--- config.mk ---
export PLATFORM = sky130hd
export DESIGN_NAME = tsc_regs
export DESIGN_NICKNAME = d
export VERILOG_FILES = /design/src/common/tsc_pkg.sv /design/src/tsc_osc_counter.sv /design/src/tsc_regs.sv /design/src/tsc_rgmii_clkgen.sv
export VERILOG_INCLUDE_DIRS = /design/src /design/src/common
export SDC_FILE = /design/constraint.sdc
export NUM_CORES = 1
export LEC_CHECK = 0
export BUFFER_PORTS_ARGS = -buffer_cell sky130_fd_sc_hd__buf_4
export CORE_UTILIZATION = 25
export CTS_CLUSTER_DIAMETER = 40
export CTS_CLUSTER_SIZE = 16
export DETAILED_ROUTE_END_ITERATION = 8
export PLACE_DENSITY = 0.43
export SYNTH_ARGS = -nofsm -noshare
export SYNTH_HDL_FRONTEND = slang
export SYNTH_HIERARCHICAL = 1
export SYNTH_SLANG_ARGS = --single-unit
--- constraint.sdc ---
create_clock -name core_clk_i -period 2.64 [get_ports core_clk_i]
set_input_delay 0.264 -clock core_clk_i [delete_from_list [all_inputs] [get_ports core_clk_i]]
set_output_delay 0.264 -clock core_clk_i [all_outputs]
set_load 0.005 [all_outputs]
--- src/common/tsc_defs.svh ---
// Offsets, field positions and reset values of the tile status configuration bank
`ifndef TSC_DEFS_SVH
`define TSC_DEFS_SVH

// ==========================================================
// Register numbers
`define TSC_REG_VECTOR_BASE 8'h01
`define TSC_REG_TILE_CTRL 8'h02
`define TSC_REG_BOOT_STATUS 8'h03
`define TSC_REG_SECURITY 8'h05
`define TSC_REG_OSC_CTRL 8'h06
`define TSC_REG_OSC_CNT0 8'h07
`define TSC_REG_OSC_CNT1 8'h08
`define TSC_REG_OSC_CNT2 8'h09
`define TSC_REG_OSC_CNT3 8'h0a

// ==========================================================
// Writable masks and reset values
`define TSC_VECTOR_BASE_MASK 32'hfffc_0000
`define TSC_TILE_CTRL_MASK 32'h03ff_ff36
`define TSC_SECURITY_MASK 32'h8000_5fb1
`define TSC_OSC_CTRL_MASK 32'h0000_0003
`define TSC_VECTOR_BASE_RST 32'h0000_0000
`define TSC_TILE_CTRL_RST 32'h0000_0000
`define TSC_SECURITY_RST 32'h0000_0000
`define TSC_OSC_CTRL_RST 32'h0000_0000

// ==========================================================
// Field positions
`define TSC_VB_HI 31
`define TSC_VB_LO 16
`define TSC_SEC_LOCK_BIT 31
`define TSC_OSC_CORE_BIT 1
`define TSC_OSC_PERIPH_BIT 0
`define TSC_OSC_SETTLE_CYCLES 10

`endif

--- src/common/tsc_pkg.sv ---
// Types shared by the tile status configuration bank
package tsc_pkg;

    // ==========================================================
    // Tile feature control layout
    typedef struct packed {
        logic [5:0] rsvd31;
        logic [7:0] rgmii_tx_delay;
        logic [8:0] rgmii_div;
        logic rgmii_port_enable;
        logic [1:0] rsvd7;
        logic lp_div_dynamic;
        logic lp_div_enable;
        logic rsvd3;
        logic usb_utmi_mode;
        logic ulpi_support_en;
        logic rsvd0;
    } tsc_tile_ctrl_t;

    // ==========================================================
    // Security settings layout
    typedef struct packed {
        logic write_lock;
        logic [15:0] rsvd30;
        logic global_debug_off;
        logic rsvd13;
        logic otp_master_lock;
        logic [3:0] otp_sector_lock;
        logic otp_redundancy_on;
        logic rsvd6;
        logic otp_boot_override;
        logic pll_jtag_off;
        logic [2:0] rsvd3;
        logic jtag_tap_off;
    } tsc_security_t;

    // ==========================================================
    // Boot status inputs from the boot logic
    typedef struct packed {
        logic [7:0] processor_num;
        logic boot_override_flag;
        logic second_core_powered_flag;
        logic otp_poll_disable;
        logic boot_from_ram;
        logic boot_from_jtag;
        logic [1:0] pll_strap_value;
    } tsc_boot_status_t;

    // ==========================================================
    // Processor status access request
    typedef struct packed {
        logic rd;
        logic wr;
        logic [7:0] addr;
        logic [31:0] wdata;
    } tsc_ps_req_t;

endpackage

--- src/tsc_osc_counter.sv ---
// One ring oscillator edge counter, kept across system reset
`timescale 1ns/10ps
module tsc_osc_counter
    import tsc_pkg::*;
#(
    parameter int CNT_W = 16
) (
    input wire logic core_clk_i,
    input wire logic reset_n_i,
    input wire logic por_n_i,
    input wire logic osc_tick_i,
    output logic [CNT_W-1:0] count_o
);

    // ==========================================================
    // Synchroniser, the oscillator is asynchronous to the tile clock
    logic [2:0] sync_q;
    logic [2:0] sync_d;
    logic last_q;
    logic last_d;
    logic tick;

    // Shift in; a rising change counts once stages two and three agree
    always_comb begin
        sync_d = {sync_q[1:0], osc_tick_i};
        tick = (sync_q[1] == sync_q[2]) && (sync_q[2] != last_q);
        last_d = (sync_q[1] == sync_q[2]) ? sync_q[2] : last_q;
    end

    always_ff @(posedge core_clk_i or negedge reset_n_i) begin
        if (!reset_n_i) begin
            sync_q <= 3'h0;
            last_q <= 1'b0;
        end else begin
            sync_q <= sync_d;
            last_q <= last_d;
        end
    end

    // ==========================================================
    // Counter cleared only at power-on, system reset leaves it alone
    logic [CNT_W-1:0] cnt_q;
    logic [CNT_W-1:0] cnt_d;

    always_comb begin
        cnt_d = cnt_q;
        if (tick && last_q == 1'b0) begin
            cnt_d = cnt_q + {{(CNT_W-1){1'b0}}, 1'b1};
        end
    end

    always_ff @(posedge core_clk_i or negedge por_n_i) begin
        if (!por_n_i) begin
            cnt_q <= '0;
        end else begin
            cnt_q <= cnt_d;
        end
    end

    assign count_o = cnt_q;

endmodule

--- src/tsc_regs.sv ---
// Processor status register bank of one processor tile
//
// Functional notes
// - Event target: base upper half, vector lower
// - Vector base writable 31:18, rest read-only
// - Control 25:18 sets TX data delay
// - Control 17:9 drives TX clock divider counter
// - Control bit 8 enables RGMII port
// - Control bit 4 enables low-power divider
// - Bit 5 dynamic: divide only when paused
// - Control bit 2: UTMI one, ULPI zero
// - Control bit 1 enables ULPI support
// - Boot status read-only, processor number 23:16
// - Boot status straps, boot sources, flags
// - Security register loaded from OTP word
// - Security bit 31 refuses further writes
// - Bit 12 locks all, 11:8 per-sector
// - Bits 14, 4, 0 disable debug paths
// - Bit 5 OTP boot, bit 7 redundancy
// - Four ring oscillators feed own counters
// - Control bit 1 core, bit 0 peripheral
// - Oscillators asynchronous to tile clock
// - 16-bit counts kept across system reset
// - Reached by processor status reads, writes
// - Third, fourth counts are peripheral oscillators
`timescale 1ns/10ps
`include "tsc_defs.svh"
module tsc_regs
    import tsc_pkg::*;
#(
    parameter int OSC_N = 4,
    parameter int OSC_CNT_W = 16,
    parameter int DIV_W = 9
) (
    input wire logic core_clk_i,
    input wire logic reset_n_i,
    input wire logic por_n_i,
    input wire tsc_ps_req_t ps_req_i,
    output logic [31:0] ps_rdata_o,
    output logic ps_done_o,
    output logic ps_fail_o,
    input wire logic evt_fire_i,
    input wire logic [15:0] evt_vector_i,
    output logic [31:0] evt_target_o,
    output logic evt_target_valid_o,
    input wire tsc_boot_status_t boot_status_i,
    input wire logic otp_load_i,
    input wire logic [31:0] otp_word_i,
    input wire logic all_threads_paused_i,
    output logic rgmii_port_enable_o,
    output logic [7:0] rgmii_tx_delay_o,
    output logic rgmii_txclk_o,
    output logic lp_clkdiv_active_o,
    output logic usb_utmi_mode_o,
    output logic ulpi_support_en_o,
    output logic sec_write_locked_o,
    output logic otp_master_lock_o,
    output logic [3:0] otp_sector_lock_o,
    output logic global_debug_off_o,
    output logic pll_jtag_off_o,
    output logic jtag_tap_off_o,
    output logic otp_boot_override_o,
    output logic otp_redundancy_on_o,
    input wire logic [OSC_N-1:0] osc_tick_i,
    output logic [OSC_N-1:0] osc_run_o
);

    // ==========================================================
    // Stored registers
    logic [31:0] vbase_q;
    logic [31:0] vbase_d;
    tsc_tile_ctrl_t tctrl_q;
    tsc_tile_ctrl_t tctrl_d;
    tsc_security_t sec_q;
    tsc_security_t sec_d;
    logic [31:0] oscctl_q;
    logic [31:0] oscctl_d;

    // Access answer registers
    logic [31:0] rdata_q;
    logic [31:0] rdata_d;
    logic done_q;
    logic done_d;
    logic fail_q;
    logic fail_d;

    // Event target registers
    logic [31:0] target_q;
    logic [31:0] target_d;
    logic target_vld_q;
    logic target_vld_d;

    // Oscillator counts
    logic [OSC_CNT_W-1:0] osc_count [OSC_N];

    // Decoded access
    logic wr_hit;
    logic rd_hit;
    logic wr_ok;
    logic [31:0] boot_word;
    logic [31:0] rd_word;

    // ==========================================================
    // Boot status word, every bit read-only
    always_comb begin
        boot_word = 32'h0000_0000;
        boot_word[23:16] = boot_status_i.processor_num;
        boot_word[8] = boot_status_i.boot_override_flag;
        boot_word[5] = boot_status_i.second_core_powered_flag;
        boot_word[4] = boot_status_i.otp_poll_disable;
        boot_word[3] = boot_status_i.boot_from_ram;
        boot_word[2] = boot_status_i.boot_from_jtag;
        boot_word[1:0] = boot_status_i.pll_strap_value;
    end

    // ==========================================================
    // Read decode; reserved bits come back as zero through the masks
    always_comb begin
        rd_word = 32'h0000_0000;
        rd_hit = 1'b1;
        case (ps_req_i.addr)
            `TSC_REG_VECTOR_BASE: begin
                rd_word = vbase_q & `TSC_VECTOR_BASE_MASK;
            end
            `TSC_REG_TILE_CTRL: begin
                rd_word = tctrl_q & `TSC_TILE_CTRL_MASK;
            end
            `TSC_REG_BOOT_STATUS: begin
                rd_word = boot_word;
            end
            `TSC_REG_SECURITY: begin
                rd_word = sec_q & `TSC_SECURITY_MASK;
            end
            `TSC_REG_OSC_CTRL: begin
                rd_word = oscctl_q & `TSC_OSC_CTRL_MASK;
            end
            `TSC_REG_OSC_CNT0: begin
                rd_word = {16'h0000, osc_count[0]};
            end
            `TSC_REG_OSC_CNT1: begin
                rd_word = {16'h0000, osc_count[1]};
            end
            `TSC_REG_OSC_CNT2: begin
                rd_word = {16'h0000, osc_count[2]};
            end
            `TSC_REG_OSC_CNT3: begin
                rd_word = {16'h0000, osc_count[3]};
            end
            default: begin
                rd_hit = 1'b0;
            end
        endcase
    end

    // ==========================================================
    // Write decode; read-only numbers and a locked security word fail
    always_comb begin
        wr_hit = 1'b0;
        case (ps_req_i.addr)
            `TSC_REG_VECTOR_BASE: begin
                wr_hit = 1'b1;
            end
            `TSC_REG_TILE_CTRL: begin
                wr_hit = 1'b1;
            end
            `TSC_REG_SECURITY: begin
                wr_hit = !sec_q.write_lock;
            end
            `TSC_REG_OSC_CTRL: begin
                wr_hit = 1'b1;
            end
            default: begin
                wr_hit = 1'b0;
            end
        endcase
        wr_ok = ps_req_i.wr && wr_hit;
    end

    // ==========================================================
    // Register next state, write masks keep reserved bits at zero
    always_comb begin
        vbase_d = vbase_q;
        tctrl_d = tctrl_q;
        sec_d = sec_q;
        oscctl_d = oscctl_q;
        if (wr_ok) begin
            case (ps_req_i.addr)
                `TSC_REG_VECTOR_BASE: begin
                    vbase_d = ps_req_i.wdata & `TSC_VECTOR_BASE_MASK;
                end
                `TSC_REG_TILE_CTRL: begin
                    tctrl_d = ps_req_i.wdata & `TSC_TILE_CTRL_MASK;
                end
                `TSC_REG_SECURITY: begin
                    sec_d = ps_req_i.wdata & `TSC_SECURITY_MASK;
                end
                `TSC_REG_OSC_CTRL: begin
                    oscctl_d = ps_req_i.wdata & `TSC_OSC_CTRL_MASK;
                end
                default: begin
                    vbase_d = vbase_q;
                end
            endcase
        end
        // OTP copy is loaded by hardware and wins over a software write
        if (otp_load_i) begin
            sec_d = otp_word_i & `TSC_SECURITY_MASK;
        end
    end

    always_ff @(posedge core_clk_i or negedge reset_n_i) begin
        if (!reset_n_i) begin
            vbase_q <= `TSC_VECTOR_BASE_RST;
            tctrl_q <= `TSC_TILE_CTRL_RST;
            sec_q <= `TSC_SECURITY_RST;
            oscctl_q <= `TSC_OSC_CTRL_RST;
        end else begin
            vbase_q <= vbase_d;
            tctrl_q <= tctrl_d;
            sec_q <= sec_d;
            oscctl_q <= oscctl_d;
        end
    end

    // ==========================================================
    // Answer a cycle later; read with write counts as a write
    always_comb begin
        done_d = ps_req_i.rd || ps_req_i.wr;
        fail_d = (ps_req_i.wr && !wr_hit) || (ps_req_i.rd && !ps_req_i.wr && !rd_hit);
        rdata_d = rdata_q;
        if (ps_req_i.rd) begin
            rdata_d = rd_word;
        end
    end

    always_ff @(posedge core_clk_i or negedge reset_n_i) begin
        if (!reset_n_i) begin
            rdata_q <= 32'h0000_0000;
            done_q <= 1'b0;
            fail_q <= 1'b0;
        end else begin
            rdata_q <= rdata_d;
            done_q <= done_d;
            fail_q <= fail_d;
        end
    end

    // ==========================================================
    // Event branch target, upper half from base, lower from the vector
    always_comb begin
        target_vld_d = evt_fire_i;
        target_d = target_q;
        if (evt_fire_i) begin
            target_d = {vbase_q[`TSC_VB_HI:`TSC_VB_LO], evt_vector_i};
        end
    end

    always_ff @(posedge core_clk_i or negedge reset_n_i) begin
        if (!reset_n_i) begin
            target_q <= 32'h0000_0000;
            target_vld_q <= 1'b0;
        end else begin
            target_q <= target_d;
            target_vld_q <= target_vld_d;
        end
    end

    // ==========================================================
    // Tile feature outputs
    assign rgmii_port_enable_o = tctrl_q.rgmii_port_enable;
    assign rgmii_tx_delay_o = tctrl_q.rgmii_tx_delay;
    assign usb_utmi_mode_o = tctrl_q.usb_utmi_mode;
    assign ulpi_support_en_o = tctrl_q.ulpi_support_en;
    // Dynamic mode only divides while every active thread waits
    assign lp_clkdiv_active_o = tctrl_q.lp_div_enable
        && (!tctrl_q.lp_div_dynamic || all_threads_paused_i);

    // Divider field already holds ratio minus one, used as is
    tsc_rgmii_clkgen #(
        .DIV_W(DIV_W)
    ) u_rgmii_clkgen (
        .core_clk_i(core_clk_i),
        .reset_n_i(reset_n_i),
        .enable_i(tctrl_q.rgmii_port_enable),
        .div_i(tctrl_q.rgmii_div),
        .txclk_o(rgmii_txclk_o)
    );

    // ==========================================================
    // Security outputs
    assign sec_write_locked_o = sec_q.write_lock;
    assign otp_master_lock_o = sec_q.otp_master_lock;
    assign otp_sector_lock_o = sec_q.otp_sector_lock;
    assign global_debug_off_o = sec_q.global_debug_off;
    assign pll_jtag_off_o = sec_q.pll_jtag_off;
    assign jtag_tap_off_o = sec_q.jtag_tap_off;
    assign otp_boot_override_o = sec_q.otp_boot_override;
    assign otp_redundancy_on_o = sec_q.otp_redundancy_on;

    // ==========================================================
    // Ring oscillators: first half core, second half peripheral.
    // Counts are not frozen on read, software waits for them to settle
    genvar gi;
    generate
        for (gi = 0; gi < OSC_N; gi++) begin : g_osc
            assign osc_run_o[gi] = (gi < OSC_N / 2) ? oscctl_q[`TSC_OSC_CORE_BIT]
                : oscctl_q[`TSC_OSC_PERIPH_BIT];
            tsc_osc_counter #(
                .CNT_W(OSC_CNT_W)
            ) u_osc (
                .core_clk_i(core_clk_i),
                .reset_n_i(reset_n_i),
                .por_n_i(por_n_i),
                .osc_tick_i(osc_tick_i[gi]),
                .count_o(osc_count[gi])
            );
        end
    endgenerate

    // ==========================================================
    // Answer outputs
    assign ps_rdata_o = rdata_q;
    assign ps_done_o = done_q;
    assign ps_fail_o = fail_q;
    assign evt_target_o = target_q;
    assign evt_target_valid_o = target_vld_q;

endmodule

--- src/tsc_rgmii_clkgen.sv ---
// Divided transmit clock for the RGMII port
`timescale 1ns/10ps
module tsc_rgmii_clkgen
    import tsc_pkg::*;
#(
    parameter int DIV_W = 9
) (
    input wire logic core_clk_i,
    input wire logic reset_n_i,
    input wire logic enable_i,
    input wire logic [DIV_W-1:0] div_i,
    output logic txclk_o
);

    // ==========================================================
    // Counter wraps at the divide value, clock edges at value and value>>1
    logic [DIV_W-1:0] cnt_q;
    logic [DIV_W-1:0] cnt_d;
    logic clk_q;
    logic clk_d;

    always_comb begin
        cnt_d = '0;
        clk_d = 1'b0;
        if (enable_i) begin
            cnt_d = (cnt_q >= div_i) ? '0 : cnt_q + {{(DIV_W-1){1'b0}}, 1'b1};
            clk_d = clk_q;
            // Rise wins when both match, so divide-by-one holds high
            if (cnt_q == div_i) begin
                clk_d = 1'b1;
            end else if (cnt_q == (div_i >> 1)) begin
                clk_d = 1'b0;
            end
        end
    end

    always_ff @(posedge core_clk_i or negedge reset_n_i) begin
        if (!reset_n_i) begin
            cnt_q <= '0;
            clk_q <= 1'b0;
        end else begin
            cnt_q <= cnt_d;
            clk_q <= clk_d;
        end
    end

    assign txclk_o = clk_q;

endmodule

== Word-level counts from Yosys, hierarchy flattened ==
Index checks and enable logic that the tools add are counted.
Cells by class
  reductions and logical operators: 29
  magnitude comparators: 1
  add/subtract/negate cells: 5
  bitwise logic cells: 4
  mux-type cells: 11
  equality and inequality tests: 20
Operators with widths (count)
  $pmux 32 s9: 1
  $mux 32: 3
  $add 16x1->16 const B: 4
  $eq 8x3->1 const B: 3
  $eq 8x4->1 const B: 3
  $mux 9: 2
  $eq 8x2->1 const B: 2
  $logic_and 1x1->1: 13
  $add 9x1->9 const B: 1
  $eq 9x8->1: 1
  $eq 9x9->1: 1
  $ge 9x9->1: 1
  $reduce_or 9->1: 1
  $eq 8x1->1 const B: 1
  $reduce_and 2->1: 4
  $logic_not 1->1: 5
  $eq 1x1->1: 4
  $mux 1: 4
  $ne 1x1->1: 4
  $not 1->1: 4
  $reduce_bool 2->1: 2
  $logic_or 1x1->1: 3
  $ne 3x1->1 const B: 1
  $reduce_or 3->1: 1
  $pmux 1 s2: 1
Storage, ports and cells
  bits in registers: 204
  logic and storage cells: 106
  input bits: 115
  output and inout bits: 95

== Logic depth before layout (Yosys ltp) ==
Gate-level depths: netlist of the first run.
  depth after elaboration: 6
  gate-level depth with buffers: 6
  gate-level depth less buffers: 6

== Hierarchy ==
The synthesis of the first run kept the hierarchy.
Modules (own cells, without submodules)
  tsc_regs: seq. area each 2852.7 µm², cells each 452, times used 1, area each 5492.8 µm²
  tsc_osc_counter: seq. area each 500.5 µm², cells each 62, times used 4, area each 827.0 µm²
  tsc_rgmii_clkgen: seq. area each 250.2 µm², cells each 83, times used 1, area each 764.5 µm²

== Worst setup path after synthesis of the first run ==
OpenSTA, ideal clock, no wires.
  kind: input port to flip-flop
  start: input port ps_req_i[37] (netlist bit)
  end: register sec_q, in the netlist global_debug_off_o
  buffers on the path: 1
  slack: 0.790 ns
  setup time: 0.132 ns
  data arrival time: 1.718 ns
  data required time: 2.508 ns
  stages on the path: 5
  path through: or4_4 or4_1 buf_4 mux2i_1 o21ai_1
On the way
  cells in the longest elaborated chain, start to end: 6
  elaborated cells on any way between the ends: 10
  those cells by class: eq/ne (4); mux (1); reduce/logical (5)
Ends and longest elaborated chain
  from (decl): RTL line tsc_regs.sv:38  | input wire tsc_ps_req_t ps_req_i,
  $eq 8x3->1, or another cell as far along: RTL line tsc_regs.sv:159  | case (ps_req_i.addr)
  $reduce_or 3->1 (no line)
  $pmux 1 s2: RTL line tsc_regs.sv:159
  $logic_and 1x1->1: RTL line tsc_regs.sv:176  | wr_ok = ps_req_i.wr && wr_hit;
  $reduce_bool 2->1 (no line)
  $reduce_and 2->1 (no line) *
  to (signal assigned): RTL line tsc_regs.sv:215  | sec_q <= `TSC_SECURITY_RST;
  to (decl): RTL line tsc_regs.sv:74  | tsc_security_t sec_q;
Every way passes the cells marked *; elsewhere a longest branch is shown, timed or not.
A chain may end at the register's enable or synchronous reset.

== Final worst setup path of the first run ==
  start: register sec_q, in the netlist sec_write_locked_o
  end: register sec_q, in the netlist otp_redundancy_on_o
On the way
  cells in the longest elaborated chain, start to end: 5
Ends and longest elaborated chain
  $logic_not 1->1: RTL line tsc_regs.sv:167  | wr_hit = !sec_q.write_lock;
  $pmux 1 s2: RTL line tsc_regs.sv:159
  $logic_and 1x1->1: RTL line tsc_regs.sv:176
  $reduce_bool 2->1 (no line)
  $reduce_and 2->1 (no line)
Every way passes these cells.

==> impl_metrics.json, run 1 <==
{
  "min_path_type": "in -> reg",
  "reg2reg_from": "sec_write_locked_o",
  "finalCritPeriodShare_pct": 81.9,
  "mostFrequentLayoutCells": "dfrtp_1, buf_4, dlygate4sd3_1",
  "first_global_vias": 7436,
  "dieArea_sq_mm": 0.0390,
  "async_reset_ff_share_pct": 100,
  "postRouteAntennaNets": 0,
  "drt_iter0_markers": 381,
  "wl_per_cell_um": 19.0,
  "synth-simple-area-share_pct": 12.1,
  "multi_input_area_sq_mm": 0.00417,
  "grt_max_degree": 67,
  "power_density_mw_per_mm2": 730,
  "cts_tree": "yes",
  "synth_area_sq_mm": 0.00957,
  "yosys_warnings": 6,
  "register_area_sq_mm": 0.00510,
  "root_buffer": "clkbuf_16",
  "start_kind": "flip-flop",
  "status": "complete, no violations",
  "fin_util_pct": 36.2,
  "hold_slack_ns": 0.0300,
  "track_usage_pct": 15.8,
  "die_w_um": 198,
  "drt-pass1-iter-count": 4,
  "vias": 7280,
  "holdBufCountCts": 67,
  "synthAdderAreaFrac_pct": 2.25,
  "p_seq_share_pct": 37.1,
  "worstHoldStart": "boot_status_i[7]",
  "finalWirelength_mm": 30.3,
  "cts_resized": 0,
  "tns_ns": 0,
  "max_cap_violations": 0,
  "fin_cells": 1594,
  "cts_made_buffers": 40,
  "layout_commonest_cell": "dfrtp_1",
  "placed_cells": 1454,
  "viasPerCell": 4.57,
  "power.internal_mw": 7.42,
  "worstPathRequired_ns": 3.05,
  "dp_slack_ns": 0.440,
  "power_leakage_nw": 6.41,
  "end_kind": "flip-flop",
  "power.share.clock_pct": 53.2,
  "synth-xor-area-share_pct": 6.87,
  "synth_cell_types": 67,
  "rows": 71,
  "period_minus_slack_ns": 2.16,
  "synth_edf_count": 0,
  "irDropWorstVdd_uv": 340,
  "antenna_found_initial": 0,
  "pin_count": 210,
  "seq_area_frac_synth_pct": 53.4,
  "combPwrFrac_pct": 9.7,
  "initial_core_util_pct": 25.4,
  "fillCellCount": 3807,
  "grt_pass1_wl_mm": 46.2,
  "syn_avg_cell_area_sq_um": 12.2,
  "nNetsFinal": 1181,
  "die_h_um": 198,
  "path_class": "reg -> reg",
  "drv_slew": 0,
  "clock_sinks": 204,
  "syn_to_final_growth_pct": 42.4,
  "synth_top_family_by_area": "multiplexers",
  "postLayoutSetupSlackWorst_ns": 0.477,
  "swShare_pct": 25.4,
  "drc": 0,
  "clock.fmax_mhz": 462,
  "gp_congestion": 0.854,
  "p_sw_mw": 2.53,
  "synthFlopType": "dfrtp_1",
  "grt_overflow": 0,
  "synthMuxAreaShare_pct": 12.5,
  "diodes": 0,
  "htreeDepth": 2,
  "dp_hpwl_mm": 21.8,
  "rsz0062_at_grt": "no",
  "core-area_sq_mm": 0.0377,
  "insertion_delay_ns": 0.54,
  "cts_setup_buffers": 0,
  "finClkSkew_ns": 0.0130,
  "tightest_slew_ns": 0.883,
  "io_buffers": 184,
  "hold_viol": 0,
  "startpoint": "sec_write_locked_o",
  "setup_violations": 0,
  "relSlewSlack_pct": 41.1,
  "worstPathArrival_ns": 2.57,
  "clkTransAtPathRegs_ns": 0.05,
  "worstPathMaxFanout": 10,
  "synth_compound_area_share_pct": 9.63,
  "postSynthCellCount": 783,
  "synth_seq_cells": 204,
  "final_layout_size_suffix_gt1_share_pct": 32.3,
  "cts_buffer_depth": 3
}
## state kept, by name (all words and copies together), names as in the netlist, 2 cells and up
name / flops
vbase_q: 14
otp_sector_lock_o: 4
tctrl_q: 11
g_osc.u_osc/last_q: 4
oscctl_q: 2
ps_rdata_o: 32
u_rgmii_clkgen/cnt_q: 9
rgmii_tx_delay_o: 8
g_osc.u_osc/count_o: 64
g_osc.u_osc/sync_q: 12
evt_target_o: 30
## Yosys cell counts, types with 8 or more instances
cell type | instances | area (sq um)
mux2_2 | 50 | 563
nor2_1 | 26 | 97.6
a22oi_1 | 18 | 135
xnor2_1 | 56 | 490
o2bb2ai_1 | 21 | 184
a22o_1 | 15 | 131
nand4_1 | 21 | 131
buf_4 | 13 | 97.6
clkbuf_1 | 22 | 82.6
dfrtp_1 | 204 | 5100
nor3_4 | 8 | 130
xor2_1 | 19 | 166
nand2_1 | 56 | 210
o21ai_1 | 12 | 60.1
a32oi_1 | 8 | 70.1
mux2_1 | 42 | 473
and2_1 | 10 | 62.6
mux2i_1 | 14 | 140
nand3_1 | 23 | 115
inv_1 | 22 | 82.6
ha_1 | 14 | 175
and3_1 | 16 | 100
## power groups by stage
stage / combinational [mW] / clock (mW) / sequential (mW)
2_1_floorplan: 0.491 / 0 / 3.62
3_3_place_gp: 0.895 / 0 / 3.74
3_5_place_dp: 0.898 / 0 / 3.74
4_1_cts: 0.990 / 5.42 / 3.69
5_1_grt: 1.09 / 5.57 / 3.73
6_report: 0.969 / 5.29 / 3.69
## layout make-up
| class | count | share of cell area [%] |
|---|---|---|
| multi-input combinational | 514 | 30.6 |
| tap | 511 | 4.69 |
| clock buffer | 49 | 7.97 |
| timing repair buffer | 269 | 16.3 |
| inverter | 23 | 0.634 |
| sequential | 204 | 37.5 |
| clock inverter | 24 | 2.35 |
## layer usage
layer / share of wire (%) / track usage (%) / vias to the layer above
met5: 0 / 0 / -
met4: 2.6 / 5.31 / 0
met3: 5.6 / 3.23 / 53
met2: 44 / 23.6 / 207
met1: 47 / 22.4 / 3646
li1: - / - / 3374
## through the flow
| step | area (sq um) | total power, mW |
|---|---|---|
| floorplan | 9570 | 4.11 |
| global placement | 11500 | 4.63 |
| detailed placement | 11500 | 4.64 |
| CTS | 13600 | 10.1 |
| global route | 13600 | 10.4 |
| finish | 13600 | 9.94 |
## logic make-up (layout without fill, tap and decap cells)
family | count (synthesis) | in the layout
xor+xnor | 75 | 75
compound gates | 117 | 117
flops | 204 | 204
other cells | 1 | 2
buf+inv | 66 | 365
simple gates | 195 | 195
mux | 107 | 107
fa+ha+maj | 18 | 18
## worst max-delay path: stages (launching register included)
cell	delay, ns
dfrtp_1	0.48
or4_1	0.55
buf_4	0.22
mux2i_1	0.16
o21ai_1	0.06
dlygate4sd3_1	0.56
## worst paths after layout
path,endpoint,slack [ns],cells past startpoint
worst max-delay path,otp_redundancy_on_o,0.48,5
worst min-delay path,ps_rdata_o[16],0.03,3
min in group asynchronous,evt_target_o[13],0.31,2
worst min register to register,g_osc[3].u_osc/sync_q[1],0.34,0
worst max register to register,otp_redundancy_on_o,0.48,5
max in group asynchronous,ps_rdata_o[0],1.64,3
Note: power is estimated with default switching activity, not from simulation.
==> run 2: changes to the inputs <==
Clock period 2.64 ns to 2.1 ns, I/O delays scaled along.
==> run 2 against run 1 <==
Sequential power rose by 25%. Register-to-register slack worse by 0.16 ns. Utilization up 0.38 points. Global-route usage is 0.18 points lower. Worst hold slack improved by 0.023 ns. Cell count rose by 0.63%. Die area is the same. Sequential share of layout area shrank 0.38 points. Wire length up 0.31%. Non-clock buffer count rose by 13. Highest routed layer unchanged.
==> impl_metrics.json, run 2 (same netlist as run 1, synthesis figures left out) <==
{
  "finalWirelength_mm": 30.4,
  "vias": 7351,
  "start_kind": "flip-flop",
  "die_h_um": 198,
  "fin_cells": 1604,
  "core-area_sq_mm": 0.0377,
  "rows": 71,
  "first_global_vias": 7453,
  "period_minus_slack_ns": 1.78,
  "min_path_type": "in -> reg",
  "worstPathArrival_ns": 2.16,
  "syn_to_final_growth_pct": 43.8,
  "grt_max_degree": 46,
  "final_layout_size_suffix_gt1_share_pct": 33.2,
  "htreeDepth": 2,
  "fin_area_sq_mm": 0.0138,
  "rsz0062_at_grt": "no",
  "irDropWorstVdd_uv": 498,
  "hold_slack_ns": 0.0526,
  "dp_slack_ns": 0.0403,
  "worstPathRequired_ns": 2.47,
  "layout_commonest_cell": "buf_4",
  "cts_tree": "yes",
  "power_leakage_nw": 6.50,
  "combPwrFrac_pct": 9.8,
  "diodes": 0,
  "fin_util_pct": 36.5,
  "antenna_found_initial": 0,
  "nNetsFinal": 1193,
  "status": "complete, no violations",
  "relSlewSlack_pct": 59.1,
  "drt_iter0_markers": 510,
  "grt_pass1_wl_mm": 45.8,
  "max_cap_violations": 0,
  "power.internal_mw": 9.59,
  "worstPathMaxFanout": 9,
  "fillCellCount": 3789,
  "swShare_pct": 24.3,
  "tightest_slew_ns": 0.612,
  "root_buffer": "clkbuf_16",
  "drt-pass1-iter-count": 5,
  "insertion_delay_ns": 0.52,
  "tns_ns": 0,
  "power_mw": 12.7,
  "end_kind": "flip-flop",
  "viasPerCell": 4.58,
  "finClkSkew_ns": 0.0205,
  "pin_count": 210,
  "finalCritPeriodShare_pct": 84.8,
  "path_class": "reg -> reg",
  "setup_violations": 0,
  "dp_hpwl_mm": 22.2,
  "dieArea_sq_mm": 0.0390,
  "die_w_um": 198,
  "clock.fmax_mhz": 561,
  "postRouteAntennaNets": 0,
  "p_seq_share_pct": 36.5,
  "power_density_mw_per_mm2": 921,
  "p_sw_mw": 3.08,
  "initial_core_util_pct": 25.4,
  "wl_per_cell_um": 19.0,
  "io_buffers": 184,
  "cts_made_buffers": 39,
  "grt_overflow": 0,
  "drv_slew": 0,
  "mostFrequentLayoutCells": "buf_4, dfrtp_1, dlygate4sd3_1",
  "clock_sinks": 204,
  "power.share.clock_pct": 53.6,
  "dpl_cell_area_sq_mm": 0.0117,
  "drc": 0,
  "hold_viol": 0,
  "cts_buffer_depth": 3,
  "placed_cells": 1468,
  "postLayoutSetupSlackWorst_ns": 0.318,
  "clkTransAtPathRegs_ns": 0.05,
  "largest_register_ffs": 64,
  "gp_congestion": 0.827,
  "track_usage_pct": 15.6
}
## run 2: area by class of cell
cell class,instances,area (sq um),share of cell area (%)
well taps,511,639,4.65
clock inverters,19,295,2.15
clock buffers,51,1140,8.31
inverters,23,86.3,0.627
multi-input cells,514,4170,30.3
repair buffers,282,2320,16.9
flip-flops and latches,204,5100,37.1
## run 2: power by group through the flow
| stage | combinational [mW] | sequential, mW | clock [mW] |
|---|---|---|---|
| 6_report | 1.25 | 4.63 | 6.80 |
| 5_1_grt | 1.39 | 4.69 | 7.15 |
| 4_1_cts | 1.27 | 4.64 | 6.97 |
| 3_5_place_dp | 1.16 | 4.70 | 0 |
| 3_3_place_gp | 1.15 | 4.70 | 0 |
| 2_1_floorplan | 0.618 | 4.55 | 0 |
## run 2: per-layer routing
metal  GRT usage (%)  vias to the layer above  wire length, um
met5               0                        -                0
met4            5.34                        0              833
met3            3.04                       51             1650
met2            23.3                      194            13500
met1            22.3                     3698            14400
li1                -                     3408                -
## run 2: timing repair
item / 4_1_cts / 5_1_grt
gates resized for setup: 0 / 0
hold buffers: 66 / 0
setup buffers: 0 / 0
setup endpoints to repair: 0 / 0
hold endpoints to repair: 146 / 0
## run 2: path summary, 6_finish.rpt
check	slack [ns]	cells past startpoint	startpoint	to
max in group asynchronous	1.29	3	reset_n_i	g_osc[3].u_osc/last_q
hold reg to reg	0.35	0	g_osc[0].u_osc/sync_q[0]	g_osc[0].u_osc/sync_q[1]
min in group asynchronous	0.18	2	reset_n_i	evt_target_o[10]
hold / removal	0.05	3	boot_status_i[5]	ps_rdata_o[5]
setup reg to reg	0.32	6	tctrl_q[13]	u_rgmii_clkgen/cnt_q[4]
setup / recovery	0.32	6	tctrl_q[13]	u_rgmii_clkgen/cnt_q[4]
## run 2: critical path, cell delays in order (launching register included)
cell      delay, ns
dfrtp_1        0.46
inv_1          0.07
ha_1           0.32
nand4_1        0.14
o311a_1        0.37
o211ai_2       0.18
nor2_1         0.10
==> run 3: changes to the inputs <==
Settings changed: ABC_AREA set to 1, PLACE_DENSITY 0.43 to 0.44.
Clock period 2.1 ns to 1.48 ns, I/O delays scaled along.
==> run 3 against run 2 <==
The flow now finishes with violations (setup timing). Cell count is 37% higher. Clock power rose by 50%. Count of clock-buffer cells in the layout grew 2. Via count up 31%. Critical path depth did not move. Worst hold slack lost 0.015 ns. Global-route usage is 0.62 points higher. Critical path type unchanged. Critical endpoint is now u_rgmii_clkgen/cnt_q[1]. Largest power group unchanged.
==> impl_metrics.json, run 3 <==
{
  "final_layout_size_suffix_gt1_share_pct": 32.1,
  "finalWirelength_mm": 35.8,
  "netlist.area_leader.share_pct": 48.3,
  "rows": 74,
  "drt-pass1-iter-count": 4,
  "synth_seq_cells": 204,
  "cts_buffer_depth": 3,
  "cp_slowest_cell": "dfrtp_1",
  "async_reset_ff_share_pct": 100,
  "clock.fmax_mhz": 649,
  "tightest_slew_ns": 0.543,
  "end_kind": "flip-flop",
  "power.internal_mw": 13.5,
  "mostFrequentLayoutCells": "nand2_1, buf_4, dfrtp_1",
  "finClkSkew_ns": 0.0270,
  "diodes": 0,
  "power.share.clock_pct": 56.1,
  "clkTransAtPathRegs_ns": 0.05,
  "io_buffers": 184,
  "synth_area_sq_mm": 0.0106,
  "setup_violations": 8,
  "cp_top_family": "simple AND/OR/NAND/NOR gates",
  "postLayoutSetupSlackWorst_ns": -0.0617,
  "grt_overflow": 0,
  "dieArea_sq_mm": 0.0431,
  "postSynthCellCount": 1276,
  "clock_sinks": 204,
  "yosys_warnings": 6,
  "period_minus_slack_ns": 1.54,
  "postRouteAntennaNets": 0,
  "dpl_cell_area_sq_mm": 0.0131,
  "grt_max_degree": 65,
  "synth.top_cells.by_count": "nand2_1, dfrtp_1, inv_1, nor2_1, nand3_1",
  "fin_area_sq_mm": 0.0160,
  "die_w_um": 208,
  "hold_viol": 0,
  "first_global_vias": 9529,
  "synthMostInstantiatedCell": "nand2_1",
  "syn_avg_cell_area_sq_um": 8.28,
  "seq_area_frac_synth_pct": 48.3,
  "relSlewSlack_pct": 63.8,
  "root_buffer": "clkbuf_16",
  "p_sw_mw": 4.61,
  "min_path_type": "in -> reg",
  "track_usage_pct": 16.2,
  "nNetsFinal": 1766,
  "finalCritPeriodShare_pct": 104,
  "grt_pass1_wl_mm": 54.6,
  "power_leakage_nw": 7.88,
  "cts_made_buffers": 45,
  "die_h_um": 208,
  "path_class": "reg -> reg",
  "layout_commonest_cell": "nand2_1",
  "viasPerCell": 4.39,
  "gp_congestion": 0.813,
  "initial_core_util_pct": 25.6,
  "swShare_pct": 25.4,
  "worstPathArrival_ns": 1.97,
  "p_seq_share_pct": 34.6,
  "yosys.area.top_type": "dfrtp_1",
  "insertion_delay_ns": 0.56,
  "largest_register_ffs": 64,
  "cpPeakStageDelay_ns": 0.42,
  "synthFlopType": "dfrtp_1",
  "drt_iter0_markers": 435,
  "max_cap_violations": 0,
  "dp_slack_ns": -0.216,
  "pin_count": 210,
  "antenna_found_initial": 0,
  "drv_slew": 0,
  "path_buf_inv": 0,
  "power_density_mw_per_mm2": 1140,
  "dp_hpwl_mm": 25.0,
  "violations": "setup timing",
  "vias": 9661,
  "path_cells": "ha_4 > nand2_4 > nor2_4 > nand3b_1 > nand3_4 > nor3b_2",
  "cts_tree": "yes",
  "core-area_sq_mm": 0.0413,
  "synth_cell_types": 41,
  "rsz0062_at_grt": "yes",
  "worstPathMaxFanout": 5,
  "syn_to_final_growth_pct": 50.9,
  "synth_edf_count": 0,
  "worstPathRequired_ns": 1.91,
  "drc": 0,
  "irDropWorstVdd_uv": 825,
  "combPwrFrac_pct": 9.3,
  "synthTopCellsByArea": "dfrtp_1, nand2_1, inv_1",
  "htreeDepth": 2,
  "status": "finished, violations left",
  "wl_per_cell_um": 16.3,
  "start_kind": "flip-flop"
}
## run 3: cell types whose count changed after synthesis, sizes merged, moves of 61 or more
cell | before | now
nand2 | 56 | 455
inv | 22 | 128
nor2 | 27 | 110
mux2 | 92 | 19
o21ai | 13 | 78
nand3 | 25 | 86
## run 3: cells by family after synthesis
logic type,synth area share (%)
AO/OA/AOI/OAI,6.64
XOR/XNOR,2.40
adder cells (fa/ha/maj),2.04
buffers and inverters,7.47
flip-flops,48.3
multiplexers,2.02
other,0.0355
AND/OR/NAND/NOR,31.1
## run 3: stage by stage
stage	TNS, ns	utilization (%)	power [mW]	instances	hold slack (ns)
finish	-0.296	38.6	18.1	2203	0.0380
global route	-0.927	38.6	18.9	2203	0.0399
CTS	-0.124	37.6	18.3	2184	0.0153
detailed placement	-10.86	31.8	7.84	2025	0.162
global placement	-7.78	31.8	7.82	2025	0.147
floorplan	0	-	6.94	1277	-0.148
## run 3: cell type report
type / instances / area (sq um)
Multi-Input combinational cell: 896 / 4980
Timing Repair Buffer: 360 / 3160
Clock buffer: 53 / 1210
Inverter: 130 / 490
Sequential cell: 204 / 5100
Fill cell: 4183 / 25300
Clock inverter: 28 / 338
Tap cell: 532 / 666
## run 3: worst paths after layout
| path | startpoint | end | slack (ns) | cells past startpoint |
|---|---|---|---|---|
| worst max-delay path | u_rgmii_clkgen/cnt_q[7] | u_rgmii_clkgen/cnt_q[1] | -0.06 | 6 |
| max in group asynchronous | reset_n_i | u_rgmii_clkgen/cnt_q[3] | 0.74 | 3 |
| worst min register to register | g_osc[2].u_osc/sync_q[0] | g_osc[2].u_osc/sync_q[1] | 0.35 | 0 |
| worst max register to register | u_rgmii_clkgen/cnt_q[7] | u_rgmii_clkgen/cnt_q[1] | -0.06 | 6 |
| worst min-delay path | boot_status_i[3] | ps_rdata_o[3] | 0.04 | 5 |
| min in group asynchronous | reset_n_i | evt_target_o[15] | 0.12 | 2 |
## run 3: what timing repair did
item,in CTS,in global routing
hold buffers,74,0
endpoints found under the setup margin,10,48
pin swaps,19,24
gates cloned,1,6
setup buffers,4,13
resized for setup,22,47
hold endpoints to repair,242,0
## run 3: layer usage
| layer | global-route usage, % | wire length, um | vias up |
|---|---|---|---|
| li1 | - | - | 4787 |
| met3 | 3.25 | 1630 | 72 |
| met5 | 0 | 0 | - |
| met4 | 5.82 | 1080 | 0 |
| met2 | 25.3 | 16200 | 235 |
| met1 | 22.1 | 16900 | 4567 |
## run 3: power groups by stage
stage               clock network (mW)  logic (mW)  registers, mW
finish                            10.2        1.68           6.28
CTS                               10.4        1.63           6.29
detailed placement                   0        1.47           6.37
global route                      10.7        1.88           6.34
floorplan                            0       0.633           6.31
global placement                     0        1.45           6.37
## run 3: worst register-to-register path: cells and delay by family, from the launching register on
| kind | cells | cell delay [ns] |
|---|---|---|
| adders and majority gates | 1 | 0.30 |
| and+or+nand+nor | 5 | 0.71 |
| DFF | 1 | 0.42 |
